## config.mk

```make
export PLATFORM = sky130hd
export DESIGN_NAME = ccm_top
export DESIGN_NICKNAME = d
export VERILOG_FILES = /design/src/ccm_pkg.sv /design/src/ccm_wd_if.sv /design/src/ccm_osc_wdog.sv /design/src/ccm_pll_osc.sv /design/src/ccm_top.sv
export SDC_FILE = /design/constraint.sdc
export NUM_CORES = 1
export LEC_CHECK = 0
export BUFFER_PORTS_ARGS = -buffer_cell sky130_fd_sc_hd__buf_2
export CORE_ASPECT_RATIO = 1.2
export CORE_MARGIN = 3
export CORE_UTILIZATION = 40
export CTS_BUF_LIST = sky130_fd_sc_hd__clkbuf_4
export DETAILED_ROUTE_END_ITERATION = 6
export PLACE_DENSITY = 0.69
export SLEW_MARGIN = 20
export SYNTH_ARGS = -nofsm -noshare
export SYNTH_HDL_FRONTEND = slang
export SYNTH_SLANG_ARGS = --single-unit
```

## constraint.sdc

```tcl
create_clock -name aclk -period 2.1 [get_ports aclk]
set_input_delay 0.525 -clock aclk [delete_from_list [all_inputs] [get_ports aclk]]
set_output_delay 0.525 -clock aclk [all_outputs]
set_load 0.05 [all_outputs]
```

## src/ccm_pkg.sv

```systemverilog
// constants, register map and factor decode function of the cpu clock mode selector
package ccm_pkg;

   // strap codes latched during reset
   localparam logic [2:0] STRAP_X4     = 3'h7;
   localparam logic [2:0] STRAP_X3     = 3'h6;
   localparam logic [2:0] STRAP_X8     = 3'h5;
   localparam logic [2:0] STRAP_X5     = 3'h4;
   localparam logic [2:0] STRAP_DIRECT = 3'h3;
   localparam logic [2:0] STRAP_X10    = 3'h2;
   localparam logic [2:0] STRAP_PRESC  = 3'h1;
   localparam logic [2:0] STRAP_X16    = 3'h0;

   // pll multiplication factors
   localparam logic [4:0] FACT_NONE = 5'h00;
   localparam logic [4:0] FACT_X3   = 5'h03;
   localparam logic [4:0] FACT_X4   = 5'h04;
   localparam logic [4:0] FACT_X5   = 5'h05;
   localparam logic [4:0] FACT_X8   = 5'h08;
   localparam logic [4:0] FACT_X10  = 5'h0A;
   localparam logic [4:0] FACT_X16  = 5'h10;

   // free-running pll half period in aclk cycles, watchdog overflow count
   localparam logic [3:0] PLL_HALF_CNT = 4'h2;
   localparam logic [4:0] WD_OVF_CNT   = 5'h10;

   // register byte addresses
   localparam logic [7:0] ADDR_SYSCFG  = 8'h00;
   localparam logic [7:0] ADDR_CLKSTAT = 8'h04;
   localparam logic [7:0] ADDR_IRQSTAT = 8'h08;
   localparam logic [7:0] ADDR_IRQCLR  = 8'h0C;
   localparam logic [7:0] ADDR_IRQEN   = 8'h10;

   // field positions
   localparam int OWD_DIS_BIT  = 4;
   localparam int ST_MODE_LSB  = 0;
   localparam int ST_PLL_BIT   = 3;
   localparam int ST_AMP_BIT   = 4;
   localparam int ST_ONPLL_BIT = 5;
   localparam int IRQ_OWD_BIT  = 0;

   localparam logic [1:0] RESP_OKAY   = 2'h0;
   localparam logic [1:0] RESP_SLVERR = 2'h2;

   function automatic logic [4:0] ccm_factor(input logic [2:0] code);
      logic [4:0] f;
      f = FACT_NONE;
      case (code)
         STRAP_X4:  f = FACT_X4;
         STRAP_X3:  f = FACT_X3;
         STRAP_X8:  f = FACT_X8;
         STRAP_X5:  f = FACT_X5;
         STRAP_X10: f = FACT_X10;
         STRAP_X16: f = FACT_X16;
         default:   f = FACT_NONE;
      endcase
      return f;
   endfunction

endpackage

```

## src/ccm_wd_if.sv

```systemverilog
// link between controller, free-running pll model and oscillator watchdog
`timescale 1ns/10ps
`default_nettype none
interface ccm_wd_if;
   logic pll_on;
   logic pll_clk;
   logic pll_tick;
   logic wd_run;
   logic xtal_edge;
   logic wd_fail;

   modport pll  (input pll_on, output pll_clk, output pll_tick);
   modport wdog (input wd_run, input xtal_edge, input pll_tick,
                 output wd_fail);
   modport ctrl (output pll_on, output wd_run, output xtal_edge,
                 input pll_clk, input pll_tick, input wd_fail);
endinterface
`default_nettype wire

```

## src/ccm_osc_wdog.sv

```systemverilog
// oscillator watchdog: counts pll ticks between input clock transitions
`timescale 1ns/10ps
`default_nettype none
module ccm_osc_wdog
   import ccm_pkg::*;
(
   input  wire logic aclk,
   input  wire logic aresetn,
   ccm_wd_if.wdog    wd
);
   typedef struct packed {
      logic [4:0] cnt;
      logic       fail;
   } ccm_wd_st_t;

   ccm_wd_st_t st_ff;
   ccm_wd_st_t nxt_st;

   always_comb begin
      nxt_st = st_ff;
      if (!aresetn) begin
         nxt_st = '0;
      end else if (st_ff.fail) begin
         // latched until the next reset
         nxt_st.fail = 1'b1;
      end else if (!wd.wd_run || wd.xtal_edge) begin
         nxt_st.cnt = '0;
      end else if (wd.pll_tick) begin
         if (st_ff.cnt == 5'(WD_OVF_CNT - 5'h01)) begin
            nxt_st.fail = 1'b1;
            nxt_st.cnt  = '0;
         end else begin
            nxt_st.cnt = 5'(st_ff.cnt + 5'h01);
         end
      end
   end

   always_ff @(posedge aclk) begin
      st_ff <= nxt_st;
   end

   assign wd.wd_fail = st_ff.fail;
endmodule
`default_nettype wire

```

## src/ccm_pll_osc.sv

```systemverilog
// free-running pll clock model, stopped while the pll is off
`timescale 1ns/10ps
`default_nettype none
module ccm_pll_osc
   import ccm_pkg::*;
(
   input  wire logic aclk,
   input  wire logic aresetn,
   ccm_wd_if.pll     wd
);
   typedef struct packed {
      logic [3:0] cnt;
      logic       clk;
      logic       tick;
   } ccm_pll_st_t;

   ccm_pll_st_t st_ff;
   ccm_pll_st_t nxt_st;

   always_comb begin
      nxt_st = st_ff;
      nxt_st.tick = 1'b0;
      if (!aresetn) begin
         nxt_st = '0;
      end else if (!wd.pll_on) begin
         nxt_st.cnt = '0;
         nxt_st.clk = 1'b0;
      end else if (st_ff.cnt == 4'(PLL_HALF_CNT - 4'h1)) begin
         nxt_st.cnt  = '0;
         nxt_st.clk  = ~st_ff.clk;
         nxt_st.tick = ~st_ff.clk;
      end else begin
         nxt_st.cnt = 4'(st_ff.cnt + 4'h1);
      end
   end

   always_ff @(posedge aclk) begin
      st_ff <= nxt_st;
   end

   assign wd.pll_clk  = st_ff.clk;
   assign wd.pll_tick = st_ff.tick;
endmodule
`default_nettype wire

```

## src/ccm_top.sv

```systemverilog
// cpu clock mode selector with oscillator watchdog and axi4-lite registers
//
// Our own choices: the register addresses and the AXI4-Lite interface to the registers.
`timescale 1ns/10ps
`default_nettype none
// Function
// - sample the three strap pins during reset to choose clock mode
// - decode strap code into x4,x3,x8,x5,direct,x10,/2,x16
// - code 001 makes cpu clock from input by a 2:1 prescaler
// - in prescaler mode each cpu clock phase lasts one input period
// - code 011 takes cpu clock off the pll, bypasses amplifier, uses input pin
// - direct drive cpu clock follows input frequency and duty cycle
// - direct drive: two consecutive half periods equal one input period
// - both cpu clock edges are flagged for internal and external use
// - prescaler/direct with watchdog enabled keeps pll free running
// - prescaler/direct with watchdog disabled switches the pll off
// - oscillator amplifier enabled in every mode but direct drive
// - watchdog enabled at reset, disabled by config register bit 4
// - 16 pll ticks without input edge switch to pll and flag irq
module ccm_top
   import ccm_pkg::*;
(
   input  wire logic        aclk,
   input  wire logic        aresetn,
   input  wire logic [7:0]  s_axi_awaddr,
   input  wire logic        s_axi_awvalid,
   output logic             s_axi_awready,
   input  wire logic [31:0] s_axi_wdata,
   input  wire logic [3:0]  s_axi_wstrb,
   input  wire logic        s_axi_wvalid,
   output logic             s_axi_wready,
   output logic [1:0]       s_axi_bresp,
   output logic             s_axi_bvalid,
   input  wire logic        s_axi_bready,
   input  wire logic [7:0]  s_axi_araddr,
   input  wire logic        s_axi_arvalid,
   output logic             s_axi_arready,
   output logic [31:0]      s_axi_rdata,
   output logic [1:0]       s_axi_rresp,
   output logic             s_axi_rvalid,
   input  wire logic        s_axi_rready,
   input  wire logic [2:0]  clock_strap_pins,
   input  wire logic        clock_input_pin,
   output logic             cpu_clk,
   output logic             cpu_clk_rise,
   output logic             cpu_clk_fall,
   output logic             pll_enable,
   output logic [4:0]       pll_factor,
   output logic             osc_amp_enable,
   output logic             cpu_on_pll,
   output logic [2:0]       clk_mode,
   output logic             irq
);
   typedef struct packed {
      logic [2:0]  strap_s1;
      logic [2:0]  strap_s2;
      logic [2:0]  mode;
      logic        xin_s1;
      logic        xin_s2;
      logic        xin_s3;
      logic        cpu_clk;
      logic        cpu_rise;
      logic        cpu_fall;
      logic        pll_en;
      logic [4:0]  factor;
      logic        amp_en;
      logic        on_pll;
      logic        wd_run;
      logic        owd_dis;
      logic        fail_q;
      logic        irq_stat;
      logic        irq_en;
      logic        irq;
      logic [7:0]  awaddr;
      logic        aw_got;
      logic [31:0] wdata;
      logic [3:0]  wstrb;
      logic        w_got;
      logic        awready;
      logic        wready;
      logic        bvalid;
      logic [1:0]  bresp;
      logic        arready;
      logic        rvalid;
      logic [31:0] rdata;
      logic [1:0]  rresp;
   } ccm_st_t;

   ccm_st_t st_ff;
   ccm_st_t nxt_st;

   ccm_wd_if wdl ();

   ccm_pll_osc u_pll (
      .aclk    (aclk),
      .aresetn (aresetn),
      .wd      (wdl.pll)
   );

   ccm_osc_wdog u_wdog (
      .aclk    (aclk),
      .aresetn (aresetn),
      .wd      (wdl.wdog)
   );

   logic xin_edge;
   logic xin_rise;
   logic presc_or_direct;
   logic fail_evt;
   logic do_write;
   logic clr_owd;

   assign xin_edge = st_ff.xin_s2 ^ st_ff.xin_s3;
   assign xin_rise = st_ff.xin_s2 & ~st_ff.xin_s3;
   assign presc_or_direct = (st_ff.mode == STRAP_DIRECT) ||
                            (st_ff.mode == STRAP_PRESC);
   assign fail_evt = wdl.wd_fail & ~st_ff.fail_q;
   assign do_write = st_ff.aw_got && st_ff.w_got && !st_ff.bvalid;
   assign clr_owd  = do_write && (st_ff.awaddr == ADDR_IRQCLR) &&
                     st_ff.wstrb[0] && st_ff.wdata[IRQ_OWD_BIT];

   assign wdl.xtal_edge = xin_edge;
   assign wdl.pll_on    = st_ff.pll_en;
   assign wdl.wd_run    = st_ff.wd_run;

   always_comb begin
      nxt_st = st_ff;
      nxt_st.cpu_rise = 1'b0;
      nxt_st.cpu_fall = 1'b0;
      // synchronisers run in and out of reset
      nxt_st.strap_s1 = clock_strap_pins;
      nxt_st.strap_s2 = st_ff.strap_s1;
      nxt_st.xin_s1   = clock_input_pin;
      nxt_st.xin_s2   = st_ff.xin_s1;
      nxt_st.xin_s3   = st_ff.xin_s2;
      if (!aresetn) begin
         nxt_st.mode     = st_ff.strap_s2;
         nxt_st.cpu_clk  = 1'b0;
         nxt_st.pll_en   = 1'b0;
         nxt_st.factor   = FACT_NONE;
         nxt_st.amp_en   = 1'b0;
         nxt_st.on_pll   = 1'b0;
         nxt_st.wd_run   = 1'b0;
         nxt_st.owd_dis  = 1'b0;
         nxt_st.fail_q   = 1'b0;
         nxt_st.irq_stat = 1'b0;
         nxt_st.irq_en   = 1'b0;
         nxt_st.irq      = 1'b0;
         nxt_st.awaddr   = '0;
         nxt_st.aw_got   = 1'b0;
         nxt_st.wdata    = '0;
         nxt_st.wstrb    = '0;
         nxt_st.w_got    = 1'b0;
         nxt_st.awready  = 1'b0;
         nxt_st.wready   = 1'b0;
         nxt_st.bvalid   = 1'b0;
         nxt_st.bresp    = RESP_OKAY;
         nxt_st.arready  = 1'b0;
         nxt_st.rvalid   = 1'b0;
         nxt_st.rdata    = '0;
         nxt_st.rresp    = RESP_OKAY;
      end else begin
         // mode stays as latched until the next reset
         nxt_st.mode   = st_ff.mode;
         nxt_st.factor = ccm_factor(st_ff.mode);
         nxt_st.fail_q = wdl.wd_fail;
         nxt_st.on_pll = !presc_or_direct || wdl.wd_fail;
         // amplifier bypassed only for direct drive
         nxt_st.amp_en = (st_ff.mode != STRAP_DIRECT);
         nxt_st.wd_run = presc_or_direct && !st_ff.owd_dis;
         if (!presc_or_direct || wdl.wd_fail) begin
            nxt_st.pll_en = 1'b1;
         end else begin
            // watchdog clock when enabled, off otherwise
            nxt_st.pll_en = !st_ff.owd_dis;
         end

         // cpu clock source
         if (st_ff.on_pll) begin
            nxt_st.cpu_clk = wdl.pll_clk;
         end else if (st_ff.mode == STRAP_DIRECT) begin
            // each phase follows the input phase exactly
            nxt_st.cpu_clk = st_ff.xin_s2;
         end else if (xin_rise) begin
            // toggles once per input period, duty cycle independent
            nxt_st.cpu_clk = ~st_ff.cpu_clk;
         end
         nxt_st.cpu_rise = nxt_st.cpu_clk & ~st_ff.cpu_clk;
         nxt_st.cpu_fall = ~nxt_st.cpu_clk & st_ff.cpu_clk;

         // write channel capture, either order
         if (s_axi_awvalid && st_ff.awready) begin
            nxt_st.awaddr = s_axi_awaddr;
            nxt_st.aw_got = 1'b1;
         end
         if (s_axi_wvalid && st_ff.wready) begin
            nxt_st.wdata = s_axi_wdata;
            nxt_st.wstrb = s_axi_wstrb;
            nxt_st.w_got = 1'b1;
         end
         if (do_write) begin
            nxt_st.aw_got = 1'b0;
            nxt_st.w_got  = 1'b0;
            nxt_st.bvalid = 1'b1;
            nxt_st.bresp  = RESP_OKAY;
            if (st_ff.awaddr == ADDR_SYSCFG) begin
               if (st_ff.wstrb[0]) begin
                  nxt_st.owd_dis = st_ff.wdata[OWD_DIS_BIT];
               end
            end else if (st_ff.awaddr == ADDR_IRQEN) begin
               if (st_ff.wstrb[0]) begin
                  nxt_st.irq_en = st_ff.wdata[IRQ_OWD_BIT];
               end
            end else if (st_ff.awaddr == ADDR_CLKSTAT ||
                         st_ff.awaddr == ADDR_IRQSTAT ||
                         st_ff.awaddr == ADDR_IRQCLR) begin
               nxt_st.bresp = RESP_OKAY;
            end else begin
               nxt_st.bresp = RESP_SLVERR;
            end
         end else if (st_ff.bvalid && s_axi_bready) begin
            nxt_st.bvalid = 1'b0;
         end
         nxt_st.awready = !nxt_st.aw_got && !nxt_st.bvalid;
         nxt_st.wready  = !nxt_st.w_got && !nxt_st.bvalid;

         // sticky status, a new event beats a clear in the same cycle
         if (fail_evt) begin
            nxt_st.irq_stat = 1'b1;
         end else if (clr_owd) begin
            nxt_st.irq_stat = 1'b0;
         end
         nxt_st.irq = nxt_st.irq_stat && nxt_st.irq_en;

         // read channel
         if (s_axi_arvalid && st_ff.arready) begin
            nxt_st.rvalid = 1'b1;
            nxt_st.rresp  = RESP_OKAY;
            nxt_st.rdata  = '0;
            if (s_axi_araddr == ADDR_SYSCFG) begin
               nxt_st.rdata[OWD_DIS_BIT] = st_ff.owd_dis;
            end else if (s_axi_araddr == ADDR_CLKSTAT) begin
               nxt_st.rdata[ST_MODE_LSB +: 3] = st_ff.mode;
               nxt_st.rdata[ST_PLL_BIT]       = st_ff.pll_en;
               nxt_st.rdata[ST_AMP_BIT]       = st_ff.amp_en;
               nxt_st.rdata[ST_ONPLL_BIT]     = st_ff.on_pll;
            end else if (s_axi_araddr == ADDR_IRQSTAT) begin
               nxt_st.rdata[IRQ_OWD_BIT] = st_ff.irq_stat;
            end else if (s_axi_araddr == ADDR_IRQEN) begin
               nxt_st.rdata[IRQ_OWD_BIT] = st_ff.irq_en;
            end else if (s_axi_araddr == ADDR_IRQCLR) begin
               nxt_st.rdata = '0;
            end else begin
               nxt_st.rresp = RESP_SLVERR;
            end
         end else if (st_ff.rvalid && s_axi_rready) begin
            nxt_st.rvalid = 1'b0;
         end
         nxt_st.arready = !nxt_st.rvalid;
      end
   end

   always_ff @(posedge aclk) begin
      st_ff <= nxt_st;
   end

   assign s_axi_awready  = st_ff.awready;
   assign s_axi_wready   = st_ff.wready;
   assign s_axi_bresp    = st_ff.bresp;
   assign s_axi_bvalid   = st_ff.bvalid;
   assign s_axi_arready  = st_ff.arready;
   assign s_axi_rdata    = st_ff.rdata;
   assign s_axi_rresp    = st_ff.rresp;
   assign s_axi_rvalid   = st_ff.rvalid;
   assign cpu_clk        = st_ff.cpu_clk;
   assign cpu_clk_rise   = st_ff.cpu_rise;
   assign cpu_clk_fall   = st_ff.cpu_fall;
   assign pll_enable     = st_ff.pll_en;
   assign pll_factor     = st_ff.factor;
   assign osc_amp_enable = st_ff.amp_en;
   assign cpu_on_pll     = st_ff.on_pll;
   assign clk_mode       = st_ff.mode;
   assign irq            = st_ff.irq;
endmodule
`default_nettype wire

```

==> reports/summary.txt <==
maximum clock path buffer count = 2
cell area power density = 909.4 nW/um^2
critical path class = reg -> out
largest net degree at the start of global routing = 36
Synthesis Warnings = 0
synthesized area = 2724 sq um
PostCTS Resize Cnt = 0
Initial DRT Pass Iterations = 4
Clock Sinks = 67
post-synth top area share = 47.04%
clk slew on worst S/H paths = 110 ps
Worst-Skew Late Latency = 390 ps
crit path cell chain = buf_2
TritonCTS Buffers = 9
I/O pin cnt = 119
DRC violations left = 0
critical path's slowest cell = edfxtp_1
Tot GR Track Use = 13.17%
Starting Density = 41.74%
DR vias/cell = 4.630
pre-CTS WS = 343.1 ps
grt ovf = 0
via count = 1963
HPWL after DPL = 3585 um
die area = 7840 sq um
Syn Inst Count = 289
TritonCTS clock tree = yes
first-pass GRT wire length = 7948 um
Final ANT Viol Nets = 0
CP Buf/Inv Count = 1
Tcrit/Tclk final = 87.93%
skew final = 11.00 ps
Post-CTS Setup Bufs = 0
filler instances = 627
Antenna Cells = 0
root buf cell = clkbuf_4
CP Data Arrival Time = 1320 ps
row count = 32
H-tree levels = 3
max-slew violations = 0
Seq cells post-synth = 67
Min-Delay Path Class = in -> reg
Final Hold Fails = 0
share of cells above drive strength 1 = 23.89%
sequential fraction of the synthesis area = 50.34%
nets@finish = 401
Layout area overhead = 12.08%
Largest delay share family, worst path = flip-flops
CP Max Fanout = 10
drt wl/cell = 11.50 um
GPL Wtd Cong = 0.7696
Hold-fix buffers, CTS = 0
Yosys cell types = 43
Final setup viols = 0
minimum clock period = 1847 ps
min setup slack post-route = 253.4 ps
antenna violations before repair = 0
CORE AREA = 6526 sq um
CP Launch Type = flop
Die Ht = 96.40 um
Avg Inst Size Synth = 9.425 sq um
WL final = 4876 um
fmax = 541.5 MHz
area leader, netlist = dfxtp_1
Pleak = 1.379 nW
setup TNS = 0 ps
Die X = 81.33 um
WP data required = 1570 ps
port bufs = 57
RSZ-0062 raised after global routing = false
Crit. End Element = output port
peak supply drop = 0.4435 mV
# Max-Cap Violations = 0
status = finished clean
1st-iter DRT viols = 73
CP peak stage delay = 590 ps
vias in the first global route = 1821
ranking of synthesized cells by area = dfxtp_1 (47%), buf_4 (12%), a21oi_1 (4.2%)
## synth_stat cells
library cell / n
o311ai_0: 1
a32oi_1: 1
inv_1: 3
clkbuf_1: 6
nand4_1: 3
o211a_1: 1
and4bb_2: 1
a21oi_1: 23
mux2_2: 1
edfxtp_1: 3
and2_1: 4
nor3b_1: 2
nand2b_1: 6
a32o_1: 1
nand2_1: 29
nor4b_1: 1
xnor2_1: 1
inv_2: 1
mux2i_1: 6
dfxtp_1: 64
ha_1: 4
nand2_2: 1
buf_4: 44
a31oi_1: 1
o21bai_1: 1
and3_1: 8
nand3b_1: 4
buf_2: 2
nand3_1: 10
conb_1: 1
nand4b_1: 1
or4_4: 1
a22oi_1: 5
a41oi_1: 2
and4b_1: 2
nor3_1: 5
o21ai_0: 6
or3b_2: 1
nor2_1: 23
or2_2: 1
and3b_1: 1
xor2_1: 3
nor4_1: 4
## metrics by stage
stage / hold slack, ps / power [W] / std cells / cell area [sq um] / util, %
2_1_floorplan: 309.6 / 0.001724 / 316 / 2825 / -
3_3_place_gp: 312.3 / 0.001749 / 408 / 2869 / 43.96
3_5_place_dp: 312.1 / 0.001753 / 408 / 2869 / 43.96
4_1_cts: 188.1 / 0.002814 / 424 / 3053 / 46.78
5_1_grt: 185.6 / 0.002905 / 424 / 3053 / 46.78
6_report: 225.0 / 0.002776 / 424 / 3053 / 46.78
## cell usage in the layout, fill, tap and decap left out, drive strengths merged, types with 2 or more instances in the layout
cell | netlist | routed
a21oi | 23 | 23
a22oi | 5 | 5
a41oi | 2 | 2
and2 | 4 | 4
and3 | 8 | 8
and4b | 2 | 2
buf | 46 | 59
bufinv | 0 | 3
clkbuf | 6 | 9
clkinv | 0 | 4
conb | 1 | 28
dfxtp | 64 | 64
edfxtp | 3 | 3
ha | 4 | 4
inv | 4 | 4
mux2i | 6 | 6
nand2 | 30 | 30
nand2b | 6 | 6
nand3 | 10 | 10
nand3b | 4 | 4
nand4 | 3 | 3
nor2 | 23 | 23
nor3 | 5 | 5
nor3b | 2 | 2
nor4 | 4 | 4
o21ai | 6 | 6
xor2 | 3 | 3
## power by group
group          internal, W  total [W]  leakage (nW)  switching (W)
Sequential         0.00133    0.00137         0.554      0.0000378
Combinational    0.0000804   0.000355         0.728       0.000274
Clock             0.000601    0.00105        0.0975       0.000453
## kinds of logic after synthesis
family	after synthesis	synth area share, %
simple gates	108	20.67
other cells	1	0.1377
mux	7	2.618
buf+inv	56	13.87
fa+ha+maj	4	1.837
compound gates	42	9.234
flops	67	50.34
xor+xnor	4	1.286
## per-layer routing
layer  routed length (um)  vias to the layer above  global-route usage, %  share of wire (%)
li1                     -                     1019                      -                  -
met1                 2157                      866                  15.55                 44
met2                 2278                       74                  21.40                 47
met3                  387                        4                  4.174                7.9
met4                   53                        0                  6.620                1.1
met5                    0                        -                      0                  0
## flip-flops by register name, summed over array words and instances, names as in the netlist, 3 cells and up
| register | flops |
|---|---|
| clk_mode | 3 |
| nxt_st | 5 |
| pll_factor | 5 |
| s_axi_rdata | 6 |
| st_ff | 21 |
| u_pll.st_ff | 4 |
| u_wdog.st_ff | 5 |
## worst paths after layout
kind | startpoint | endpoint | slack (ps) | cells after the start
setup / recovery | clk_mode[0]$_DFFE_PN_ | clk_mode[0] | 250 | 1
hold reg to reg | nxt_st[112]$_DFF_P_ | st_ff[112]$_DFF_P_ | 340 | 0
setup reg to reg | u_wdog.st_ff[1]$_SDFFE_PN0P_ | u_wdog.st_ff[4]$_SDFFE_PN0P_ | 500 | 5
hold / removal | clock_strap_pins[0] | nxt_st[110]$_DFF_P_ | 220 | 1
## cell type report
class	count	area, sq um	area share, %
Clock buffer	9	67.56	2.213
Inverter	4	15.01	0.4918
Timing Repair Buffer	59	300.3	9.836
Tap cell	85	106.4	3.484
Sequential cell	67	1371	44.92
Multi-Input combinational cell	193	1076	35.25
Clock inverter	7	116.4	3.811
No activity file was read; power rests on OpenSTA's default activity.
